==> src/rtl/dcsr_pkg.sv <==
// Package of offsets, field positions and reset values for the status bank.
`default_nettype none
package dcsr_pkg;
	// Printed offsets are not all multiples of four, so they are indices.
	localparam logic [5:0] IDX_STATUS   = 6'h00;
	localparam logic [5:0] IDX_ERRORS   = 6'h01;
	localparam logic [5:0] IDX_HBC      = 6'h0F;
	localparam logic [5:0] IDX_SECTOR   = 6'h12;
	localparam logic [5:0] IDX_NSO      = 6'h13;
	localparam logic [5:0] IDX_DIAG     = 6'h36;
	localparam logic [5:0] IDX_CONTROL  = 6'h20;
	localparam logic [5:0] IDX_FORMAT   = 6'h21;
	localparam int unsigned ADDR_LSB    = 2;
	localparam int unsigned ADDR_W      = 8;
	// Control register fields.
	localparam int unsigned CTL_STANDBY   = 0;
	localparam int unsigned CTL_INTERLOCK = 1;
	localparam int unsigned CTL_HARD_SEC  = 2;
	// Format register fields.
	localparam int unsigned FMT_HDR_LO  = 0;
	localparam int unsigned FMT_DAT_LO  = 2;
	// Status bit positions.
	localparam int unsigned ST_HDR_FAULT  = 0;
	localparam int unsigned ST_NEXT_CMD   = 1;
	localparam int unsigned ST_HDR_MATCH  = 2;
	localparam int unsigned ST_LOCAL_REQ  = 3;
	localparam int unsigned ST_REMOTE_ACT = 4;
	localparam int unsigned ST_LOCAL_ACT  = 5;
	localparam int unsigned ST_FIXUP_ACT  = 6;
	localparam int unsigned ST_ANY_ERROR  = 7;
	// Error bit positions.
	localparam int unsigned ER_PARTIAL  = 0;
	localparam int unsigned ER_DATA     = 1;
	localparam int unsigned ER_MISSING  = 2;
	localparam int unsigned ER_OVERRUN  = 3;
	localparam int unsigned ER_SYNC     = 4;
	localparam int unsigned ER_FIFO     = 5;
	localparam int unsigned ER_FIXUP    = 6;
	localparam int unsigned ER_LATE     = 7;
	// Check appendage codes.
	localparam logic [1:0] CHK_NONE  = 2'h0;
	localparam logic [1:0] CHK_CRC16 = 2'h1;
	localparam logic [1:0] CHK_ECC32 = 2'h2;
	localparam logic [1:0] CHK_ECC48 = 2'h3;
	// Reset values, bus response codes and the index-pulse count limit.
	localparam logic [7:0] RST_STATUS  = 8'h02;
	localparam logic [3:0] RST_HBC     = 4'h6;
	localparam logic [7:0] RST_BYTE    = 8'h00;
	localparam logic [1:0] RESP_OKAY   = 2'h0;
	localparam logic [1:0] RESP_SLVERR = 2'h2;
	localparam logic [1:0] IDX_COUNT_DONE = 2'h2;
	typedef enum logic [1:0] {
		DCSR_HDR_IGNORE,
		DCSR_HDR_WRITE,
		DCSR_HDR_COMPARE,
		DCSR_HDR_READ
	} dcsr_hdr_mode_t;
endpackage
`default_nettype wire

==> src/rtl/dcsr_regs.sv <==
// Status, error and multi-sector register bank behind an AXI4-Lite slave.
// Operation
// - Two-bit check appendage codes for header, data
// - Header fault sets on check error, clears
// - Read-header check error aborts, no error bits
// - Next-command flag set when ready, cleared on command
// - Header-matched flag set per mode, cleared data end
// - Status D3 mirrors local DMA request output
// - D4 remote busy, D5 local busy
// - Fixup active from start to end of cycle
// - D7 is OR of all error flags
// - Reset and standby bit clear status, errors
// - Partial header mismatch sets, aborts command
// - Data check error after match sets D1
// - Two index pulses without match: sector missing
// - Pulse during transfer: overrun, abort, drop gates
// - Index, or sector pulse when hard-sectored, during sync hunt
// - FIFO overflow or underrun sets lost flag
// - Fixup end at zero unlocated sets failed
// - Late interlock when count register not written
// - Sector counter substitutes, increments per header
// - Ops counter decrements, ends command at zero
// - Header count write strobes interlock update
`default_nettype none
module dcsr_regs (
	input  wire logic        clk_i,
	input  wire logic        rst_n_i,
	input  wire logic [7:0]  s_axi_awaddr,
	input  wire logic        s_axi_awvalid,
	output logic             s_axi_awready,
	input  wire logic [31:0] s_axi_wdata,
	input  wire logic [3:0]  s_axi_wstrb,
	input  wire logic        s_axi_wvalid,
	output logic             s_axi_wready,
	output logic [1:0]       s_axi_bresp,
	output logic             s_axi_bvalid,
	input  wire logic        s_axi_bready,
	input  wire logic [7:0]  s_axi_araddr,
	input  wire logic        s_axi_arvalid,
	output logic             s_axi_arready,
	output logic [31:0]      s_axi_rdata,
	output logic [1:0]       s_axi_rresp,
	output logic             s_axi_rvalid,
	input  wire logic        s_axi_rready,
	input  wire logic        new_command_i,
	input  wire logic [1:0]  header_mode_i,
	input  wire logic        header_done_i,
	input  wire logic        header_check_err_i,
	input  wire logic        header_match_i,
	input  wire logic        partial_match_i,
	input  wire logic        data_check_err_i,
	input  wire logic        data_op_done_i,
	input  wire logic        transfer_active_i,
	input  wire logic        sync_hunt_i,
	input  wire logic        sync_lost_i,
	input  wire logic        fifo_overflow_i,
	input  wire logic        fifo_underrun_i,
	input  wire logic        local_dma_request_i,
	input  wire logic        remote_dma_active_i,
	input  wire logic        local_dma_active_i,
	input  wire logic        fixup_start_i,
	input  wire logic        fixup_end_i,
	input  wire logic        fixup_located_i,
	input  wire logic        byte_count_zero_i,
	input  wire logic        next_header_i,
	input  wire logic [7:0]  fifo_byte_i,
	input  wire logic        index_pulse_i,
	input  wire logic        sector_pulse_i,
	output logic             abort_o,
	output logic             command_done_o,
	output logic             read_gate_out_o,
	output logic             write_gate_out_o,
	output logic [1:0]       header_check_sel_o,
	output logic [1:0]       data_check_sel_o,
	output logic [7:0]       sector_subst_o,
	output logic             interlock_strobe_o,
	output logic             ext_header_ecc_o,
	output logic             standby_o
);

	typedef struct packed {
		logic [2:0] idx_sync;
		logic [2:0] sec_sync;
		logic [7:0] status;
		logic [7:0] errors;
		logic [3:0] header_count_interlock;
		logic [7:0] sector;
		logic [7:0] sector_ops_remaining;
		logic [2:0] control;
		logic [3:0] format;
		logic       hbc_written;
		logic [1:0] idx_count;
		logic       abort;
		logic       done;
		logic       strobe;
		logic       aw_held;
		logic [5:0] aw_idx;
		logic       w_held;
		logic [31:0] w_data;
		logic [3:0] w_strb;
		logic       bvalid;
		logic [1:0] bresp;
		logic       rvalid;
		logic [31:0] rdata;
		logic [1:0] rresp;
	} dcsr_state_t;

	dcsr_state_t st;
	dcsr_state_t next_st;

	logic idx_rise;
	logic sec_rise;
	logic wr_go;
	logic rd_go;
	logic clear_all;
	logic pulse_hit;
	logic [7:0] rd_byte;
	logic rd_ok;
	logic [5:0] ar_idx;

	// Bits 0 of the sync chains are first stages; only bit 1 and 2 are read.
	assign idx_rise = st.idx_sync[1] & ~st.idx_sync[2];
	assign sec_rise = st.sec_sync[1] & ~st.sec_sync[2];
	assign ar_idx = s_axi_araddr[dcsr_pkg::ADDR_LSB +: 6];
	assign wr_go = st.aw_held & st.w_held & ~st.bvalid;
	assign rd_go = s_axi_arvalid & ~st.rvalid;
	assign clear_all = st.control[dcsr_pkg::CTL_STANDBY];

	always_comb begin
		rd_ok = 1'b1;
		rd_byte = dcsr_pkg::RST_BYTE;
		unique case (ar_idx)
			dcsr_pkg::IDX_STATUS:  rd_byte = st.status;
			dcsr_pkg::IDX_ERRORS:  rd_byte = st.errors;
			dcsr_pkg::IDX_HBC:     rd_byte = {5'h00, st.header_count_interlock[2:0]};
			dcsr_pkg::IDX_SECTOR:  rd_byte = st.sector;
			dcsr_pkg::IDX_NSO:     rd_byte = st.sector_ops_remaining;
			dcsr_pkg::IDX_DIAG:    rd_byte = fifo_byte_i;
			dcsr_pkg::IDX_CONTROL: rd_byte = {5'h00, st.control};
			dcsr_pkg::IDX_FORMAT:  rd_byte = {4'h0, st.format};
			default:               rd_ok = 1'b0;
		endcase
	end

	always_comb begin
		next_st = st;
		next_st.idx_sync = {st.idx_sync[1:0], index_pulse_i};
		next_st.sec_sync = {st.sec_sync[1:0], sector_pulse_i};
		next_st.abort = 1'b0;
		next_st.done = 1'b0;
		next_st.strobe = 1'b0;
		pulse_hit = idx_rise |
			(sec_rise & st.control[dcsr_pkg::CTL_HARD_SEC]);

		// Bus handshakes: address and data may come in either order.
		if (s_axi_awvalid && !st.aw_held) begin
			next_st.aw_held = 1'b1;
			next_st.aw_idx = s_axi_awaddr[dcsr_pkg::ADDR_LSB +: 6];
		end
		if (s_axi_wvalid && !st.w_held) begin
			next_st.w_held = 1'b1;
			next_st.w_data = s_axi_wdata;
			next_st.w_strb = s_axi_wstrb;
		end
		if (st.bvalid && s_axi_bready) begin
			next_st.bvalid = 1'b0;
		end
		if (st.rvalid && s_axi_rready) begin
			next_st.rvalid = 1'b0;
		end
		if (rd_go) begin
			next_st.rvalid = 1'b1;
			next_st.rdata = {24'h000000, rd_byte};
			next_st.rresp = rd_ok ? dcsr_pkg::RESP_OKAY
				: dcsr_pkg::RESP_SLVERR;
		end

		// Hardware event flags; a new command clears before events apply.
		if (new_command_i) begin
			next_st.errors = 8'h00;
			next_st.status[dcsr_pkg::ST_HDR_FAULT] = 1'b0;
			next_st.status[dcsr_pkg::ST_NEXT_CMD] = 1'b0;
			next_st.idx_count = 2'h0;
		end
		if (data_op_done_i) begin
			next_st.status[dcsr_pkg::ST_HDR_MATCH] = 1'b0;
			next_st.status[dcsr_pkg::ST_NEXT_CMD] = 1'b1;
		end
		if (header_check_err_i) begin
			next_st.status[dcsr_pkg::ST_HDR_FAULT] = 1'b1;
			if (header_mode_i == 2'(dcsr_pkg::DCSR_HDR_READ)) begin
				next_st.abort = 1'b1;
			end
		end
		if (header_match_i) begin
			next_st.status[dcsr_pkg::ST_HDR_FAULT] = 1'b0;
			next_st.status[dcsr_pkg::ST_HDR_MATCH] = 1'b1;
			next_st.idx_count = 2'h0;
		end
		if (header_done_i &&
			(header_mode_i != 2'(dcsr_pkg::DCSR_HDR_COMPARE))) begin
			next_st.status[dcsr_pkg::ST_HDR_MATCH] = 1'b1;
		end
		if (partial_match_i &&
			header_mode_i == 2'(dcsr_pkg::DCSR_HDR_COMPARE)) begin
			next_st.errors[dcsr_pkg::ER_PARTIAL] = 1'b1;
			next_st.abort = 1'b1;
		end
		if (data_check_err_i) begin
			next_st.errors[dcsr_pkg::ER_DATA] = 1'b1;
		end
		if (idx_rise && !st.status[dcsr_pkg::ST_HDR_MATCH] &&
			header_mode_i == 2'(dcsr_pkg::DCSR_HDR_COMPARE)) begin
			next_st.idx_count = st.idx_count + 2'h1;
			if (st.idx_count == dcsr_pkg::IDX_COUNT_DONE - 2'h1) begin
				next_st.errors[dcsr_pkg::ER_MISSING] = 1'b1;
				next_st.abort = 1'b1;
			end
		end
		if (transfer_active_i && (idx_rise || sec_rise)) begin
			next_st.errors[dcsr_pkg::ER_OVERRUN] = 1'b1;
			next_st.abort = 1'b1;
		end
		if ((sync_hunt_i && pulse_hit) || sync_lost_i) begin
			next_st.errors[dcsr_pkg::ER_SYNC] = 1'b1;
		end
		if (fifo_overflow_i || fifo_underrun_i) begin
			next_st.errors[dcsr_pkg::ER_FIFO] = 1'b1;
			next_st.abort = 1'b1;
		end
		if (fixup_start_i) begin
			next_st.status[dcsr_pkg::ST_FIXUP_ACT] = 1'b1;
		end
		if (fixup_end_i) begin
			next_st.status[dcsr_pkg::ST_FIXUP_ACT] = 1'b0;
			if (byte_count_zero_i && !fixup_located_i) begin
				next_st.errors[dcsr_pkg::ER_FIXUP] = 1'b1;
			end
		end
		if (next_header_i && st.control[dcsr_pkg::CTL_INTERLOCK]) begin
			if (!st.hbc_written) begin
				next_st.errors[dcsr_pkg::ER_LATE] = 1'b1;
			end
			next_st.hbc_written = 1'b0;
		end
		if (header_done_i) begin
			next_st.sector = st.sector + 8'h01;
			if (st.sector_ops_remaining != 8'h00) begin
				next_st.sector_ops_remaining = st.sector_ops_remaining - 8'h01;
				next_st.done = (st.sector_ops_remaining == 8'h01);
			end
		end

		// Register writes; a write to the count register also strobes.
		if (wr_go) begin
			next_st.aw_held = 1'b0;
			next_st.w_held = 1'b0;
			next_st.bvalid = 1'b1;
			next_st.bresp = dcsr_pkg::RESP_OKAY;
			if (st.w_strb[0]) begin
				unique case (st.aw_idx)
					dcsr_pkg::IDX_HBC: begin
						next_st.header_count_interlock = st.w_data[3:0];
						next_st.hbc_written = 1'b1;
						next_st.strobe = 1'b1;
					end
					dcsr_pkg::IDX_SECTOR: next_st.sector = st.w_data[7:0];
					dcsr_pkg::IDX_NSO: next_st.sector_ops_remaining = st.w_data[7:0];
					dcsr_pkg::IDX_CONTROL:
						next_st.control = st.w_data[2:0];
					dcsr_pkg::IDX_FORMAT: next_st.format = st.w_data[3:0];
					dcsr_pkg::IDX_STATUS, dcsr_pkg::IDX_ERRORS,
					dcsr_pkg::IDX_DIAG: next_st.bresp = dcsr_pkg::RESP_SLVERR;
					default: next_st.bresp = dcsr_pkg::RESP_SLVERR;
				endcase
			end
		end

		// Live mirrors and the summary bit are refreshed every cycle.
		next_st.status[dcsr_pkg::ST_LOCAL_REQ] = local_dma_request_i;
		next_st.status[dcsr_pkg::ST_REMOTE_ACT] = remote_dma_active_i;
		next_st.status[dcsr_pkg::ST_LOCAL_ACT] = local_dma_active_i;

		// Standby clears flags and the index-pulse count but keeps the sector counters and parameters.
		if (clear_all) begin
			next_st.errors = 8'h00;
			next_st.status[6:0] = dcsr_pkg::RST_STATUS[6:0];
			next_st.idx_count = 2'h0;
			next_st.abort = 1'b0;
		end
		next_st.status[dcsr_pkg::ST_ANY_ERROR] = |next_st.errors;
	end

	always_ff @(posedge clk_i) begin
		if (!rst_n_i) begin
			st <= '0;
			st.status <= dcsr_pkg::RST_STATUS;
			st.header_count_interlock <= dcsr_pkg::RST_HBC;
		end else begin
			st <= next_st;
		end
	end

	assign s_axi_awready = ~st.aw_held;
	assign s_axi_wready = ~st.w_held;
	assign s_axi_bvalid = st.bvalid;
	assign s_axi_bresp = st.bresp;
	assign s_axi_arready = ~st.rvalid;
	assign s_axi_rvalid = st.rvalid;
	assign s_axi_rdata = st.rdata;
	assign s_axi_rresp = st.rresp;
	assign abort_o = st.abort;
	assign command_done_o = st.done;
	// Gates drop on any abort, overrun included, and in standby.
	assign read_gate_out_o = transfer_active_i & ~st.abort &
		~st.errors[dcsr_pkg::ER_OVERRUN] & ~clear_all;
	assign write_gate_out_o = read_gate_out_o;
	assign header_check_sel_o = st.format[dcsr_pkg::FMT_HDR_LO +: 2];
	assign data_check_sel_o = st.format[dcsr_pkg::FMT_DAT_LO +: 2];
	assign ext_header_ecc_o = (header_check_sel_o == dcsr_pkg::CHK_NONE);
	assign sector_subst_o = st.sector;
	assign interlock_strobe_o = st.strobe;
	assign standby_o = clear_all;

endmodule
`default_nettype wire

==> config.mk <==
export PLATFORM = sky130hd
export DESIGN_NAME = dcsr_regs
export DESIGN_NICKNAME = d
export VERILOG_FILES = /design/src/rtl/dcsr_pkg.sv /design/src/rtl/dcsr_regs.sv
export SDC_FILE = /design/constraint.sdc
export NUM_CORES = 1
export LEC_CHECK = 0
export BUFFER_PORTS_ARGS = -buffer_cell sky130_fd_sc_hd__buf_4
export CORE_ASPECT_RATIO = 1.25
export CORE_MARGIN = 2
export CORE_UTILIZATION = 50
export DETAILED_ROUTE_END_ITERATION = 6
export PLACE_DENSITY = 0.78
export SETUP_SLACK_MARGIN = 0.2
export SLEW_MARGIN = 0
export SYNTH_ARGS = -nofsm -noshare
export SYNTH_HDL_FRONTEND = slang
export SYNTH_SLANG_ARGS = --single-unit
==> constraint.sdc <==
create_clock -name clk_i -period 1.93 [get_ports clk_i]
set_clock_uncertainty 0.15 [all_clocks]
set_input_delay 0.193 -clock clk_i [delete_from_list [all_inputs] [get_ports clk_i]]
set_output_delay 0.193 -clock clk_i [all_outputs]
set_load 0.01 [all_outputs]
==> metrics.md <==
| Metric | Value |
|---|---|
| FF+latch count, synth | `83` |
| Skew-Pair Late Insertion Delay | `360 ps` |
| Register area share after synthesis | `38.7%` |
| Clk root buf | `clkbuf_8` |
| Endpoints failing setup | `0` |
| H-tree depth | `3` |
| Total iterations of the first detailed-routing run | `4` |
| DR iter-0 viols | `243` |
| CTS Buffer Depth | `2` |
| Maximum number of pins on one net before global-route repair | `37` |
| Yosys warning count | `0` |
| Post-synth EDFFs | `0` |
| Post-place setup slack | `211 ps` |
| Wire length of the first global-routing pass | `16200 um` |
| DR vias | `3632` |
| Hold path cells | `3` |
| Port bufs | `93` |
| CORE AREA | `8290 sq um` |
| Vias in the first global route | `3476` |
| Cell variety after synth | `65` |
| Crit end category | `flip-flop` |
| Final setup TNS | `0 ps` |
| Reg2reg setup slack | `260 ps` |
| Nets | `673` |
| Most instantiated library cell after synthesis | `dfxtp_1` |
| Final min period | `1670 ps` |
| DRC | `0` |
| Reg2reg path depth | `6` |
| Leading register cell type out of synthesis | `dfxtp_1` |
| Final period utilization | `86.7%` |
| Final hold vios | `0` |
| Cell taking the most area after synthesis | `dfxtp_1` |
| Min Hold Slack | `26.3 ps` |
| Area growth syn-to-layout | `25.7%` |
| Synthesized area | `4290 sq um` |
| CTS tree | `built` |
| Die area | `9340 sq um` |
| Critical path class | `reg -> reg` |
| ANT nets after route | `0` |
| Die W | `86.9 um` |
| Initial antenna violation count | `1` |
| Top cells by area, synth | `dfxtp_1 39%, buf_4 8.7%, mux2i_1 6.3%, nand2_1 4.8%, nor2_1 4.7%` |
| Critical Path AT | `1760 ps` |
| Post-synth ARST share | `0%` |
| # IOs | `151` |
| CTS Buf Count | `9` |
| Die Ht | `108 um` |
| Worst hold start | `byte_count_zero_i` |
| Worst Hold End | `st[121]` |
| VDD IR max | `408 uV` |
| Synth top area share | `38.7%` |
| WL/cell | `15.3 um` |
| Final WL | `10400 um` |
| Gr usage total | `22.3%` |
| Worst Setup Slack, final | `257 ps` |
| Layout cell share with drive strength beyond 1 | `26.2%` |
| R2R Path End | `st[101]` |
| Syn Inst Count | `475` |
| Reg-to-reg critical path startpoint | `st[96]` |
| Crit path max fanout | `4` |
| Setup crit start kind | `flip-flop` |
| # Max-Cap Violations | `0` |
| Cell Rows | `37` |
| Clk sinks | `83` |
| Rel. slew slack | `53.8%` |
| Worst endpoint required time | `2020 ps` |
| Post-DP HPWL | `7320 um` |
| Hold WC Path Type | `in -> reg` |
| Status | `completed` |
| Total grt overflow | `0` |
| Initial core utilization | `51.8%` |
| Routability cong. | `0.881` |
| PwrDens | `800 nW/um^2` |
| Syn avg cell area | `9.03 sq um` |
| Max-slew violations | `0` |
| Worst-Margin Slew | `693 ps` |
| Leak pwr | `2.33 nW` |
| Via/cell ratio | `5.33` |
| Fmax | `598 MHz` |
| RSZ-0062 raised after global routing | `true` |
| Synth cell count leaders | `83 x dfxtp_1, 55 x nand2_1, 54 x nor2_1, 50 x buf_4, 27 x mux2i_1` |
| Reg clk slew, reported paths | `80 ps` |
[worst max-delay path: stages (launching register included)]
cell and delay (ps):
dfxtp_1 410, inv_1 100, ha_1 240, and3b_1 230, nand3b_1 110, mux2i_1 230, a211oi_2 90
[area by class of cell]
class                           instances  area, sq um
Antenna cell                            1         2.50
Fill cell                             661         2900
Sequential cell                        83         1660
Timing Repair Buffer                  136         1130
Inverter                               14         52.6
Clock buffer                           11          141
Clock inverter                          5         52.6
Tap cell                               97          121
Multi-Input combinational cell        334         2230
[placed cells by master, fill, tap and decap left out, types with 6 or more instances in the layout]
master / synthesis / final
a211oi_2: 8 / 8
a21oi_1: 23 / 23
a22oi_1: 7 / 7
and2_1: 10 / 10
buf_4: 50 / 97
clkbuf_8: 0 / 10
conb_1: 1 / 26
dfxtp_1: 83 / 82
dlygate4sd3_1: 0 / 38
inv_1: 13 / 13
mux2_2: 8 / 8
mux2i_1: 27 / 27
nand2_1: 55 / 55
nand2b_1: 6 / 6
nand4_1: 7 / 7
nor2_1: 54 / 54
nor2b_1: 8 / 8
[where the power goes]
part / internal [mW] / total (mW) / leakage [nW] / switching, mW
clock: 0.627 / 1.24 / 0.0991 / 0.615
sequential: 1.84 / 2.03 / 0.679 / 0.188
combinational: 0.535 / 1.04 / 1.56 / 0.503
[how the worst max path moves through the flow]
stage / endpoint / cells past startpoint / slack, ps / start
6_report: st[101] / 6 / 260 / st[96]
2_1_floorplan: st[112] / 6 / 370 / s_axi_bvalid
4_1_cts: st[101] / 6 / 220 / st[95]
5_1_grt: st[130] / 4 / 170 / st[133]
3_5_place_dp: st[113] / 4 / 210 / st[81]
3_3_place_gp: st[113] / 4 / 250 / st[81]
[through the flow]
stage          util, %  cell area, sq um  cells  power, mW
2_1_floorplan        -              4380    500       2.71
3_3_place_gp      57.5              4760    625       2.93
3_5_place_dp      57.5              4760    625       2.97
4_1_cts           64.5              5350    679       4.27
5_1_grt           65.1              5390    681       4.53
6_report          65.1              5390    681       4.31
[cells by family (layout without fill, tap and decap cells)]
group                    count (synthesis)  after routing  share of synthesized area, %
buffers and inverters                   83            166                          12.2
AND/OR/NAND/NOR                        177            177                          22.1
other                                    1             27                        0.0874
adder cells (fa/ha/maj)                  4              4                          1.17
multiplexers                            38             38                          9.97
AO/OA/AOI/OAI                           79             79                          13.7
XOR/XNOR                                10             10                          2.04
flip-flops                              83             83                          38.7
[registers in the layout, summed over array words and instances, names as in the netlist, 2 cells and up]
register and cells:
s_axi_rdata 8, data_check_sel_o 2, header_check_sel_o 2, next_st 4, sector_subst_o 8, st 51
[repair_timing]
item                       4_1_cts  5_1_grt
resized for setup                2        6
hold endpoints to repair        36        0
buffers inserted                 0        1
pin swaps                        0        2
hold buffers                    38        0
setup endpoints to repair        4       20
[per-layer routing]
metal | GRT usage (%) | wire [um] | vias to the layer above | share of wire, %
li1 | - | - | 1790 | -
met1 | 26.0 | 4230 | 1702 | 41
met2 | 39.0 | 5430 | 118 | 52
met3 | 4.29 | 519 | 22 | 5.0
met4 | 9.71 | 255 | 0 | 2.4
met5 | 0 | 0 | - | 0
No activity file was read; power rests on OpenSTA's default activity.
